--- src/shared/fcit_regs.svh ---
// register offsets, field positions, reset values and timing counts of the interval timer
`ifndef FCIT_REGS_SVH
`define FCIT_REGS_SVH

// ****************************************
// register offsets
// ****************************************
`define FCIT_OFF_PRESET_LO 8'h0B
`define FCIT_OFF_PRESET_HI 8'h0C
`define FCIT_OFF_EXT_CTRL 8'h0D
`define FCIT_OFF_EVT_FLAGS 8'h0E
`define FCIT_OFF_IRQ_CTRL 8'h0F

// ****************************************
// field positions
// ****************************************
`define FCIT_EXT_TIMER_RUN 4
`define FCIT_EXT_SEL_HI 1
`define FCIT_EXT_SEL_LO 0
`define FCIT_FLG_TIMER_EVENT 4
`define FCIT_CTL_TIMER_IRQ_EN 4
`define FCIT_CTL_HALT 1

// ****************************************
// reset values
// ****************************************
`define FCIT_RST_PRESET 12'h001
`define FCIT_RST_EXT 7'h00
`define FCIT_RST_CTL 8'h00

// ****************************************
// timing
// ****************************************
`define FCIT_CLK_NS 20
`define FCIT_RTN_FAST_NS 122000
`define FCIT_RTN_SLOW_NS 7813000
`define FCIT_DIV_4096_MASK 15'h0007
`define FCIT_DIV_64_MASK 15'h01FF
`define FCIT_DIV_1_MASK 15'h7FFF

`endif

--- src/shared/fcit_pkg.sv ---
// types shared by the interval timer modules
package fcit_pkg;

  // serial slave sequencing states
  typedef enum logic [2:0] {
    FCIT_ST_IDLE = 3'b000,
    FCIT_ST_ADDR = 3'b001,
    FCIT_ST_PTR = 3'b010,
    FCIT_ST_WDATA = 3'b011,
    FCIT_ST_RDATA = 3'b100,
    FCIT_ST_MACK = 3'b101
  } fcit_i2c_state_t;

  // countdown source choice
  typedef enum logic [1:0] {
    FCIT_SRC_4096 = 2'b00,
    FCIT_SRC_64 = 2'b01,
    FCIT_SRC_1 = 2'b10,
    FCIT_SRC_MIN = 2'b11
  } fcit_src_t;

endpackage

--- src/shared/fcit_reg_if.sv ---
// register access carrier between the serial slave and the timer core
`timescale 1ns/1ps
interface fcit_reg_if;
  logic wrStb;        // one-cycle write pulse
  logic [7:0] addr;   // register pointer
  logic [7:0] wrData; // byte written
  logic [7:0] rdData; // byte at pointer

  // serial side drives access
  modport bus (
    output wrStb,
    output addr,
    output wrData,
    input rdData
  );

  // register side answers
  modport regs (
    input wrStb,
    input addr,
    input wrData,
    output rdData
  );
endinterface

--- src/fcit_i2c_slave.sv ---
// two-wire serial slave that turns bus bytes into register accesses
`timescale 1ns/1ps
module fcit_i2c_slave
  import fcit_pkg::*;
#(
  parameter logic [6:0] DEV_ADDR = 7'h51 // arbitrary bus address
) (
  // clock and reset
  input wire logic core_clk,
  input wire logic reset_n,
  // filtered serial levels and edges
  input wire logic sclRise,
  input wire logic sclFall,
  input wire logic sdaLvl,
  input wire logic startSeen,
  input wire logic stopSeen,
  // data line drive
  output logic sdaOe,
  // register access
  fcit_reg_if.bus rb
);

  fcit_i2c_state_t state_q; // sequencing state
  logic [3:0] bitCnt_q;     // bits done in byte, 8 = ack slot
  logic [7:0] shift_q;      // byte shifter
  logic [7:0] ptr_q;        // register pointer
  logic isRead_q;           // address byte asked for a read
  logic wrStb_q;            // write pulse

  assign rb.wrStb = wrStb_q;
  assign rb.addr = ptr_q;
  assign rb.wrData = shift_q;

  // ****************************************
  // byte sequencing
  // ****************************************
  always_ff @(posedge core_clk or negedge reset_n) begin
    if (!reset_n) begin
      state_q <= FCIT_ST_IDLE;
      bitCnt_q <= 4'h0;
      shift_q <= 8'h00;
      ptr_q <= 8'h00;
      isRead_q <= 1'b0;
      wrStb_q <= 1'b0;
      sdaOe <= 1'b0;
    end else begin
      wrStb_q <= 1'b0;
      if (stopSeen) begin
        // stop frees the line
        state_q <= FCIT_ST_IDLE;
        sdaOe <= 1'b0;
      end else if (startSeen) begin
        // start or repeated start
        state_q <= FCIT_ST_ADDR;
        bitCnt_q <= 4'h0;
        sdaOe <= 1'b0;
      end else begin
        case (state_q)
          FCIT_ST_ADDR, FCIT_ST_PTR, FCIT_ST_WDATA: begin
            if (sclRise && bitCnt_q < 4'h8) begin
              shift_q <= {shift_q[6:0], sdaLvl};
              bitCnt_q <= bitCnt_q + 4'h1;
              // write lands on the edge that samples the last bit
              if (state_q == FCIT_ST_WDATA && bitCnt_q == 4'h7) begin
                wrStb_q <= 1'b1;
              end
            end else if (sclFall && bitCnt_q == 4'h8) begin
              // ack only our own address
              if (state_q != FCIT_ST_ADDR || shift_q[7:1] == DEV_ADDR) begin
                sdaOe <= 1'b1;
                bitCnt_q <= 4'h9;
                if (state_q == FCIT_ST_ADDR) begin
                  isRead_q <= shift_q[0];
                end else if (state_q == FCIT_ST_PTR) begin
                  ptr_q <= shift_q;
                end else begin
                  ptr_q <= ptr_q + 8'h01;
                end
              end else begin
                state_q <= FCIT_ST_IDLE;
              end
            end else if (sclFall && bitCnt_q == 4'h9) begin
              // ack slot over: next byte
              bitCnt_q <= 4'h0;
              if (state_q == FCIT_ST_ADDR && isRead_q) begin
                state_q <= FCIT_ST_RDATA;
                shift_q <= rb.rdData;
                sdaOe <= ~rb.rdData[7];
              end else begin
                sdaOe <= 1'b0;
                state_q <= (state_q == FCIT_ST_ADDR) ? FCIT_ST_PTR : FCIT_ST_WDATA;
              end
            end
          end
          FCIT_ST_RDATA: begin
            if (sclRise) begin
              bitCnt_q <= bitCnt_q + 4'h1;
            end else if (sclFall) begin
              if (bitCnt_q == 4'h8) begin
                // hand the line to the master for its ack
                sdaOe <= 1'b0;
                state_q <= FCIT_ST_MACK;
              end else begin
                shift_q <= {shift_q[6:0], 1'b0};
                sdaOe <= ~shift_q[6];
              end
            end
          end
          FCIT_ST_MACK: begin
            if (sclRise) begin
              if (sdaLvl) begin
                state_q <= FCIT_ST_IDLE; // nack ends the read
              end else begin
                ptr_q <= ptr_q + 8'h01;
              end
            end else if (sclFall) begin
              // live value is taken afresh for every byte
              state_q <= FCIT_ST_RDATA;
              bitCnt_q <= 4'h0;
              shift_q <= rb.rdData;
              sdaOe <= ~rb.rdData[7];
            end
          end
          FCIT_ST_IDLE: begin
            sdaOe <= 1'b0;
          end
          default: begin
            state_q <= FCIT_ST_IDLE;
          end
        endcase
      end
    end
  end

endmodule

--- src/fcit_timer.sv ---
// fixed-cycle interval timer with serial register access and open-drain alert
`timescale 1ns/1ps
`include "fcit_regs.svh"

module fcit_timer
  import fcit_pkg::*;
#(
  parameter logic [6:0] DEV_ADDR = 7'h51, // arbitrary bus address
  parameter int RTN_FAST_CYC = `FCIT_RTN_FAST_NS / `FCIT_CLK_NS,
  parameter int RTN_SLOW_CYC = `FCIT_RTN_SLOW_NS / `FCIT_CLK_NS
) (
  // clock and reset
  input wire logic core_clk,
  input wire logic reset_n,
  // crystal and calendar
  input wire logic xtalIn,
  input wire logic minuteTick,
  // serial bus
  input wire logic sclIn,
  input wire logic sdaIn,
  output logic sdaOut,
  output logic sdaOe,
  // alert pin, open drain
  output logic irqOut,
  output logic irqOe
);

  localparam int RTN_W = $clog2(RTN_SLOW_CYC + 1);

  // ****************************************
  // pin synchronisers
  // ****************************************
  logic [2:0] sclSync_q; // three-stage sampler
  logic [2:0] sdaSync_q;
  logic [2:0] xtalSync_q;
  logic sclLvl_q;        // accepted levels
  logic sdaLvl_q;
  logic xtalLvl_q;

  // a change counts once stages two and three agree
  always_ff @(posedge core_clk or negedge reset_n) begin
    if (!reset_n) begin
      sclSync_q <= 3'h7;
      sdaSync_q <= 3'h7;
      xtalSync_q <= 3'h0;
    end else begin
      sclSync_q <= {sclSync_q[1:0], sclIn};
      sdaSync_q <= {sdaSync_q[1:0], sdaIn};
      xtalSync_q <= {xtalSync_q[1:0], xtalIn};
    end
  end

  // filtered levels
  always_ff @(posedge core_clk or negedge reset_n) begin
    if (!reset_n) begin
      sclLvl_q <= 1'b1;
      sdaLvl_q <= 1'b1;
      xtalLvl_q <= 1'b0;
    end else begin
      if (sclSync_q[1] == sclSync_q[2]) begin
        sclLvl_q <= sclSync_q[2];
      end
      if (sdaSync_q[1] == sdaSync_q[2]) begin
        sdaLvl_q <= sdaSync_q[2];
      end
      if (xtalSync_q[1] == xtalSync_q[2]) begin
        xtalLvl_q <= xtalSync_q[2];
      end
    end
  end

  logic sclNew;  // level about to be accepted
  logic sdaNew;
  logic sclRise; // one-cycle edge pulses
  logic sclFall;
  logic startSeen;
  logic stopSeen;
  logic xtalTick;

  assign sclNew = (sclSync_q[1] == sclSync_q[2]) ? sclSync_q[2] : sclLvl_q;
  assign sdaNew = (sdaSync_q[1] == sdaSync_q[2]) ? sdaSync_q[2] : sdaLvl_q;
  assign sclRise = sclNew & ~sclLvl_q;
  assign sclFall = ~sclNew & sclLvl_q;
  // data moving while clock high marks start and stop
  assign startSeen = sclLvl_q & sclNew & sdaLvl_q & ~sdaNew;
  assign stopSeen = sclLvl_q & sclNew & ~sdaLvl_q & sdaNew;
  assign xtalTick = ((xtalSync_q[1] == xtalSync_q[2]) ? xtalSync_q[2] : xtalLvl_q) & ~xtalLvl_q;

  // ****************************************
  // crystal divider chain
  // ****************************************
  logic [14:0] div_q; // counts crystal edges
  logic tick4096;
  logic tick64;
  logic tick1;

  // free running; the 1 Hz tap ignores the calendar seconds
  always_ff @(posedge core_clk or negedge reset_n) begin
    if (!reset_n) begin
      div_q <= 15'h0000;
    end else if (xtalTick) begin
      div_q <= div_q + 15'h0001;
    end
  end

  assign tick4096 = xtalTick && ((div_q & `FCIT_DIV_4096_MASK) == `FCIT_DIV_4096_MASK);
  assign tick64 = xtalTick && ((div_q & `FCIT_DIV_64_MASK) == `FCIT_DIV_64_MASK);
  assign tick1 = xtalTick && (div_q == `FCIT_DIV_1_MASK);

  // ****************************************
  // register storage
  // ****************************************
  fcit_reg_if rb ();

  logic [11:0] preset_q;  // preset count
  logic [6:0] ext_q;      // extension bits below the test bit
  logic [7:0] ctl_q;      // interrupt control bits
  logic tf_q;             // sticky timer event flag
  logic [11:0] cnt_q;     // live down-counter
  logic timerRun;
  logic irqEnable;
  logic halt;
  fcit_src_t srcSel;
  logic wrExt;
  logic wrFlag;
  logic wrCtl;
  logic runStart;
  logic timerEvent;

  assign timerRun = ext_q[`FCIT_EXT_TIMER_RUN];
  assign irqEnable = ctl_q[`FCIT_CTL_TIMER_IRQ_EN];
  assign halt = ctl_q[`FCIT_CTL_HALT];
  assign srcSel = fcit_src_t'({ext_q[`FCIT_EXT_SEL_HI], ext_q[`FCIT_EXT_SEL_LO]});
  assign wrExt = rb.wrStb && rb.addr == `FCIT_OFF_EXT_CTRL;
  assign wrFlag = rb.wrStb && rb.addr == `FCIT_OFF_EVT_FLAGS;
  assign wrCtl = rb.wrStb && rb.addr == `FCIT_OFF_IRQ_CTRL;
  // run bit going 0 to 1 on the last-bit edge
  assign runStart = wrExt && rb.wrData[`FCIT_EXT_TIMER_RUN] && !timerRun;

  // preset bytes, also plain storage when the timer is idle
  always_ff @(posedge core_clk or negedge reset_n) begin
    if (!reset_n) begin
      preset_q <= `FCIT_RST_PRESET;
    end else if (rb.wrStb && rb.addr == `FCIT_OFF_PRESET_LO) begin
      preset_q[7:0] <= rb.wrData;
    end else if (rb.wrStb && rb.addr == `FCIT_OFF_PRESET_HI) begin
      preset_q[11:8] <= rb.wrData[3:0];
    end
  end

  // extension and control bytes; test bit never stored
  always_ff @(posedge core_clk or negedge reset_n) begin
    if (!reset_n) begin
      ext_q <= `FCIT_RST_EXT;
      ctl_q <= `FCIT_RST_CTL;
    end else begin
      if (wrExt) begin
        ext_q <= rb.wrData[6:0];
      end
      if (wrCtl) begin
        // bits 7, 2 and 0 are not stored and read back as zero
        ctl_q <= {1'b0, rb.wrData[6:3], 1'b0, rb.wrData[1], 1'b0};
      end
    end
  end

  // ****************************************
  // countdown
  // ****************************************
  logic srcTick; // one decrement pulse

  // halt leaves only the fastest source alive
  always_comb begin
    case (srcSel)
      FCIT_SRC_4096: srcTick = tick4096;
      FCIT_SRC_64: srcTick = tick64 && !halt;
      FCIT_SRC_1: srcTick = tick1 && !halt;
      FCIT_SRC_MIN: srcTick = minuteTick && !halt;
      default: srcTick = 1'b0;
    endcase
  end

  // the first tick may fall early inside a period, so an interval
  // can come out one tick short but never long
  assign timerEvent = timerRun && !runStart && srcTick && cnt_q == 12'h001;

  always_ff @(posedge core_clk or negedge reset_n) begin
    if (!reset_n) begin
      cnt_q <= `FCIT_RST_PRESET;
    end else if (runStart) begin
      cnt_q <= preset_q;
    end else if (timerRun && srcTick) begin
      if (cnt_q <= 12'h001) begin
        cnt_q <= preset_q;
      end else begin
        cnt_q <= cnt_q - 12'h001;
      end
    end
  end

  // ****************************************
  // event flag
  // ****************************************
  // an event in the clearing cycle wins over the clear
  always_ff @(posedge core_clk or negedge reset_n) begin
    if (!reset_n) begin
      tf_q <= 1'b0;
    end else if (timerEvent) begin
      tf_q <= 1'b1;
    end else if (wrFlag && !rb.wrData[`FCIT_FLG_TIMER_EVENT]) begin
      tf_q <= 1'b0;
    end
  end

  // ****************************************
  // alert pin
  // ****************************************
  logic [RTN_W-1:0] rtnCnt_q; // cycles left low
  logic tfClear;
  logic tieClear;

  assign tfClear = wrFlag && !rb.wrData[`FCIT_FLG_TIMER_EVENT] && tf_q;
  assign tieClear = wrCtl && !rb.wrData[`FCIT_CTL_TIMER_IRQ_EN] && irqEnable;

  // stopping the timer lets the release count run out, which is the
  // documented upper bound, rather than cutting the pulse short
  always_ff @(posedge core_clk or negedge reset_n) begin
    if (!reset_n) begin
      irqOe <= 1'b0;
      rtnCnt_q <= '0;
    end else if (timerEvent && irqEnable && !tieClear) begin
      irqOe <= 1'b1;
      if (srcSel == FCIT_SRC_4096) begin
        rtnCnt_q <= RTN_W'(RTN_FAST_CYC - 1);
      end else begin
        rtnCnt_q <= RTN_W'(RTN_SLOW_CYC - 1);
      end
    end else if (irqOe && (tfClear || tieClear)) begin
      irqOe <= 1'b0;
    end else if (irqOe) begin
      if (rtnCnt_q == '0) begin
        irqOe <= 1'b0;
      end else begin
        rtnCnt_q <= rtnCnt_q - RTN_W'(1);
      end
    end
  end

  // open-drain pins only ever pull low
  always_ff @(posedge core_clk or negedge reset_n) begin
    if (!reset_n) begin
      irqOut <= 1'b0;
      sdaOut <= 1'b0;
    end else begin
      irqOut <= 1'b0;
      sdaOut <= 1'b0;
    end
  end

  // ****************************************
  // read mux
  // ****************************************
  // running reads are live and unlatched, so a byte pair may tear
  always_comb begin
    case (rb.addr)
      `FCIT_OFF_PRESET_LO: rb.rdData = timerRun ? cnt_q[7:0] : preset_q[7:0];
      `FCIT_OFF_PRESET_HI: rb.rdData = {4'h0, timerRun ? cnt_q[11:8] : preset_q[11:8]};
      `FCIT_OFF_EXT_CTRL: rb.rdData = {1'b0, ext_q};
      `FCIT_OFF_EVT_FLAGS: rb.rdData = {3'h0, tf_q, 4'h0};
      `FCIT_OFF_IRQ_CTRL: rb.rdData = ctl_q;
      default: rb.rdData = 8'h00;
    endcase
  end

  // ****************************************
  // serial slave
  // ****************************************
  fcit_i2c_slave #(
    .DEV_ADDR(DEV_ADDR)
  ) u_slave (
    .core_clk(core_clk),
    .reset_n(reset_n),
    .sclRise(sclRise),
    .sclFall(sclFall),
    .sdaLvl(sdaLvl_q),
    .startSeen(startSeen),
    .stopSeen(stopSeen),
    .sdaOe(sdaOe),
    .rb(rb)
  );

endmodule

--- config.mk ---
export PLATFORM = sky130hd
export DESIGN_NAME = fcit_timer
export DESIGN_NICKNAME = d
export VERILOG_FILES = /design/src/shared/fcit_pkg.sv /design/src/shared/fcit_reg_if.sv /design/src/fcit_i2c_slave.sv /design/src/fcit_timer.sv
export VERILOG_INCLUDE_DIRS = /design/src /design/src/shared
export SDC_FILE = /design/constraint.sdc
export NUM_CORES = 1
export LEC_CHECK = 0
export ABC_AREA = 1
export BUFFER_PORTS_ARGS = -buffer_cell sky130_fd_sc_hd__buf_2
export CELL_PAD_IN_SITES_DETAIL_PLACEMENT = 0
export CELL_PAD_IN_SITES_GLOBAL_PLACEMENT = 2
export CORE_MARGIN = 2
export CORE_UTILIZATION = 40
export DETAILED_ROUTE_END_ITERATION = 8
export PLACE_DENSITY_LB_ADDON = 0.1
export RECOVER_POWER = 50
export SETUP_SLACK_MARGIN = 0.3
export SYNTH_ARGS = -nofsm -noshare
export SYNTH_HDL_FRONTEND = slang
export SYNTH_HIERARCHICAL = 1
export SYNTH_SLANG_ARGS = --single-unit
--- constraint.sdc ---
create_clock -name core_clk -period 4.37 [get_ports core_clk]
set_clock_uncertainty 0.2 [all_clocks]
set_input_delay 0.874 -clock core_clk [delete_from_list [all_inputs] [get_ports core_clk]]
set_output_delay 0.874 -clock core_clk [all_outputs]
set_load 0.03 [all_outputs]
==> results.md <==
- Slowest Stage Delay on Critical Path: 1.28 ns
- Hold Buf Count CTS: 0
- GRT overflow: 0
- Hold Crit Class: flop to flop
- CP Data Arrival Time: 3.28 ns
- H-tree depth: 3
- Synth top area share: 36.7%
- Post-CTS setup buffers: 0
- Setup CP Type: input port to async pin
- IO buf count: 7
- CP startpoint kind: input port
- CTS clock-pin slew for the worst setup and hold paths: 0.08 ns
- Critical path's top delay family: buffers and inverters
- Synthesized instance count: 933
- Routed WL: 17300 µm
- Post-synthesis sequential area ratio: 40.5%
- Pin count of the biggest net entering global routing: 60
- Die area: 0.0181 mm²
- Share of layout cells above drive strength 1: 9.25%
- Worst skew pair latency: 0.36 ns
- EDFF count, synth: 0
- # nets final: 952
- Setup TNS Final: 0 ns
- FF-to-FF setup slack: 1.15 ns
- Core area: 0.0166 mm²
- Cell taking the most area after synthesis: dfrtp_1
- Leak: 3.47 nW
- Final Hold Fails: 0
- Critical-path maximum fanout: 59
- # DRC: 0
- Post-DR wirelength/cell: 14.9 µm
- Endpoints failing setup: 0
- Failing checks: max-capacitance violations, max-slew violations
- Die W: 135 µm
- Crit path buffers/inverters: 2
- Mean Syn Cell Area: 7.31 µm²
- Maxcap violations: 2
- FFs w/ async S/R, synth: 100%
- Tcrit/Tclk final: 75.9%
- Slowest-stage cell, CP: clkbuf_1
- Post-layout min period: 3.32 ns
- Vias: 5899
- Max Root-Sink Buffers: 2
- # resized after CTS: 0
- Max Slew Vio Count: 90
- Rel. slew slack: -10.8%
- Die height: 135 µm
- Site row count: 47
- Vias in the first global route: 5796
- Drt first pass iters: 5
- CTS root buf: clkbuf_16
- Leading post-synthesis cells by cell area: dfrtp_1 37%, nand2_1 17%, inv_1 5.7%
- Cell area after synthesis: 0.00682 mm²
- Num ports: 10
- First-pass GRT wire length: 29500 µm
- Drt first-iter violations: 389
- Vias per inst: 5.08
- VDD IR max: 0.222 mV
- Yosys warns: 6
- Post-DP HPWL: 12800 µm
- CP Capture Type: async pin
- Total track usage: 20.3%
- Synth Register Bits: 110
- Commonest cells post-synth: 300 x nand2_1, 104 x inv_1, 100 x dfrtp_1, 83 x nor2_1, 70 x nand3_1
- ANT nets after route: 0
- Status: finished, violations left
- Primary FF master, synth: dfrtp_1
- WP data required: 4.33 ns
- Initial Util: 41.0%
- Peak Freq: 301 MHz
- Hold WS: 0.163 ns
- Antenna violations before repair: 0
- Sink Count: 110
- Total CTS buffers: 9
- Pwr/cell area: 357 mW/mm²
- CTS tree: yes
- # diodes: 0
- Worst-margin pin slew: 1.66 ns
- Layout area overhead: 7.08%
- Worst-path cell chain: clkbuf_2 > clkbuf_1
- Most frequent cell after synthesis: nand2_1
- Unrepaired setup endpoints after global routing: false
- Netlist cell types: 47
- RD Place Congestion: 0.894
==> worst reg2reg max path: stages, from the launching register on <==
cell and delay [ns]:
dfstp_1 0.57, a21oi_1 0.11, a21oi_1 0.23, nand2_1 0.11, nor3_1 0.89, nor2_4 0.14, inv_1 0.22, nor2_1 0.09
nand2_1 0.09, nand2_1 0.08, nor2_2 0.18, nand2_2 0.08, nand2_1 0.06, nand2_1 0.06
==> logic make-up (layout without fill, tap and decap cells) <==
kind of cell	Yosys count	in the layout	share of synthesized area, %
compound gates	112	112	9.41
xor+xnor	32	32	4.11
fa+ha+maj	11	11	1.98
buf+inv	137	144	8.55
flops	110	110	40.5
other cells	1	2	0.0550
simple gates	530	530	35.4
==> layer usage <==
metal	wire length [µm]	track usage [%]	vias to the layer above
li1	-	-	2981
met1	8190	26.4	2809
met2	8320	35.3	97
met3	551	3.53	12
met4	197	4.68	0
met5	0	0	-
==> power breakdown <==
part | internal, mW | switching (mW)
clock | 0.400 | 0.419
sequential | 1.08 | 0.113
combinational | 0.184 | 0.413
==> worst paths after layout <==
kind                                               from                              to  cells after the start
worst max-delay path                            reset_n         preset_q[5]$_DFFE_PN0P_                      2
worst min-delay path            xtalSync_q[0]$_DFF_PN0_         xtalSync_q[1]$_DFF_PN0_                      0
worst max register to register       sclLvl_q$_DFF_PN1_  u_slave/state_q[1]$_DFFE_PN0P_                     13
worst min register to register  xtalSync_q[0]$_DFF_PN0_         xtalSync_q[1]$_DFF_PN0_                      0
max in group core_clk                sclLvl_q$_DFF_PN1_  u_slave/state_q[1]$_DFFE_PN0P_                     13
min in group asynchronous                       reset_n        rtnCnt_q[11]$_DFFE_PN0P_                      1
==> through the flow <==
step                std cells  area [µm²]  util (%)  power, mW  worst slack, ns
floorplan                 934        6820         -       1.66             1.77
global placement         1145        7020      42.2       1.81             1.45
detailed placement       1145        7020      42.2       1.81             1.26
CTS                      1161        7310      43.9       2.64             1.25
global route             1161        7300      43.9       2.78            0.484
finish                   1161        7300      43.9       2.61             1.05
==> layout make-up <==
| cell class | instances | area, µm² |
|---|---|---|
| fill | 1698 | 9340 |
| multi-input combinational | 687 | 3480 |
| sequential | 110 | 2770 |
| inverter | 118 | 448 |
| tap | 220 | 275 |
| clock buffer | 9 | 225 |
| clock inverter | 7 | 63.8 |
| timing repair buffer | 10 | 50.0 |
==> placed cells by master (no fill, tap or decap), drive strengths merged <==
cell type and n:
o21a 1, xor2 20, nor2 96, clkinvlp 1, a21oi 18, o21bai 3, clkinv 2, o21ai 80
or2 4, clkbuf 12, o211ai 5, nor3 12, a31oi 1, o2111ai 3, nand2 313, xnor2 12
maj3 1, buf 7, a21boi 1, dfrtp 100, nand4 19, inv 122, ha 10, nor4 8
conb 2, nand3 73, nand3b 2, and3 3, dfstp 10
==> state kept, by name, indices dropped and copies added (netlist names), 3 cells and up <==
signal	flops
cnt_q	12
ctl_q	5
div_q	15
ext_q	7
preset_q	12
rtnCnt_q	19
sclSync_q	3
sdaSync_q	3
u_slave/bitCnt_q	4
u_slave/rb.addr	8
u_slave/rb.wrData	8
u_slave/state_q	3
xtalSync_q	3
(Power assumes the default switching activity.)
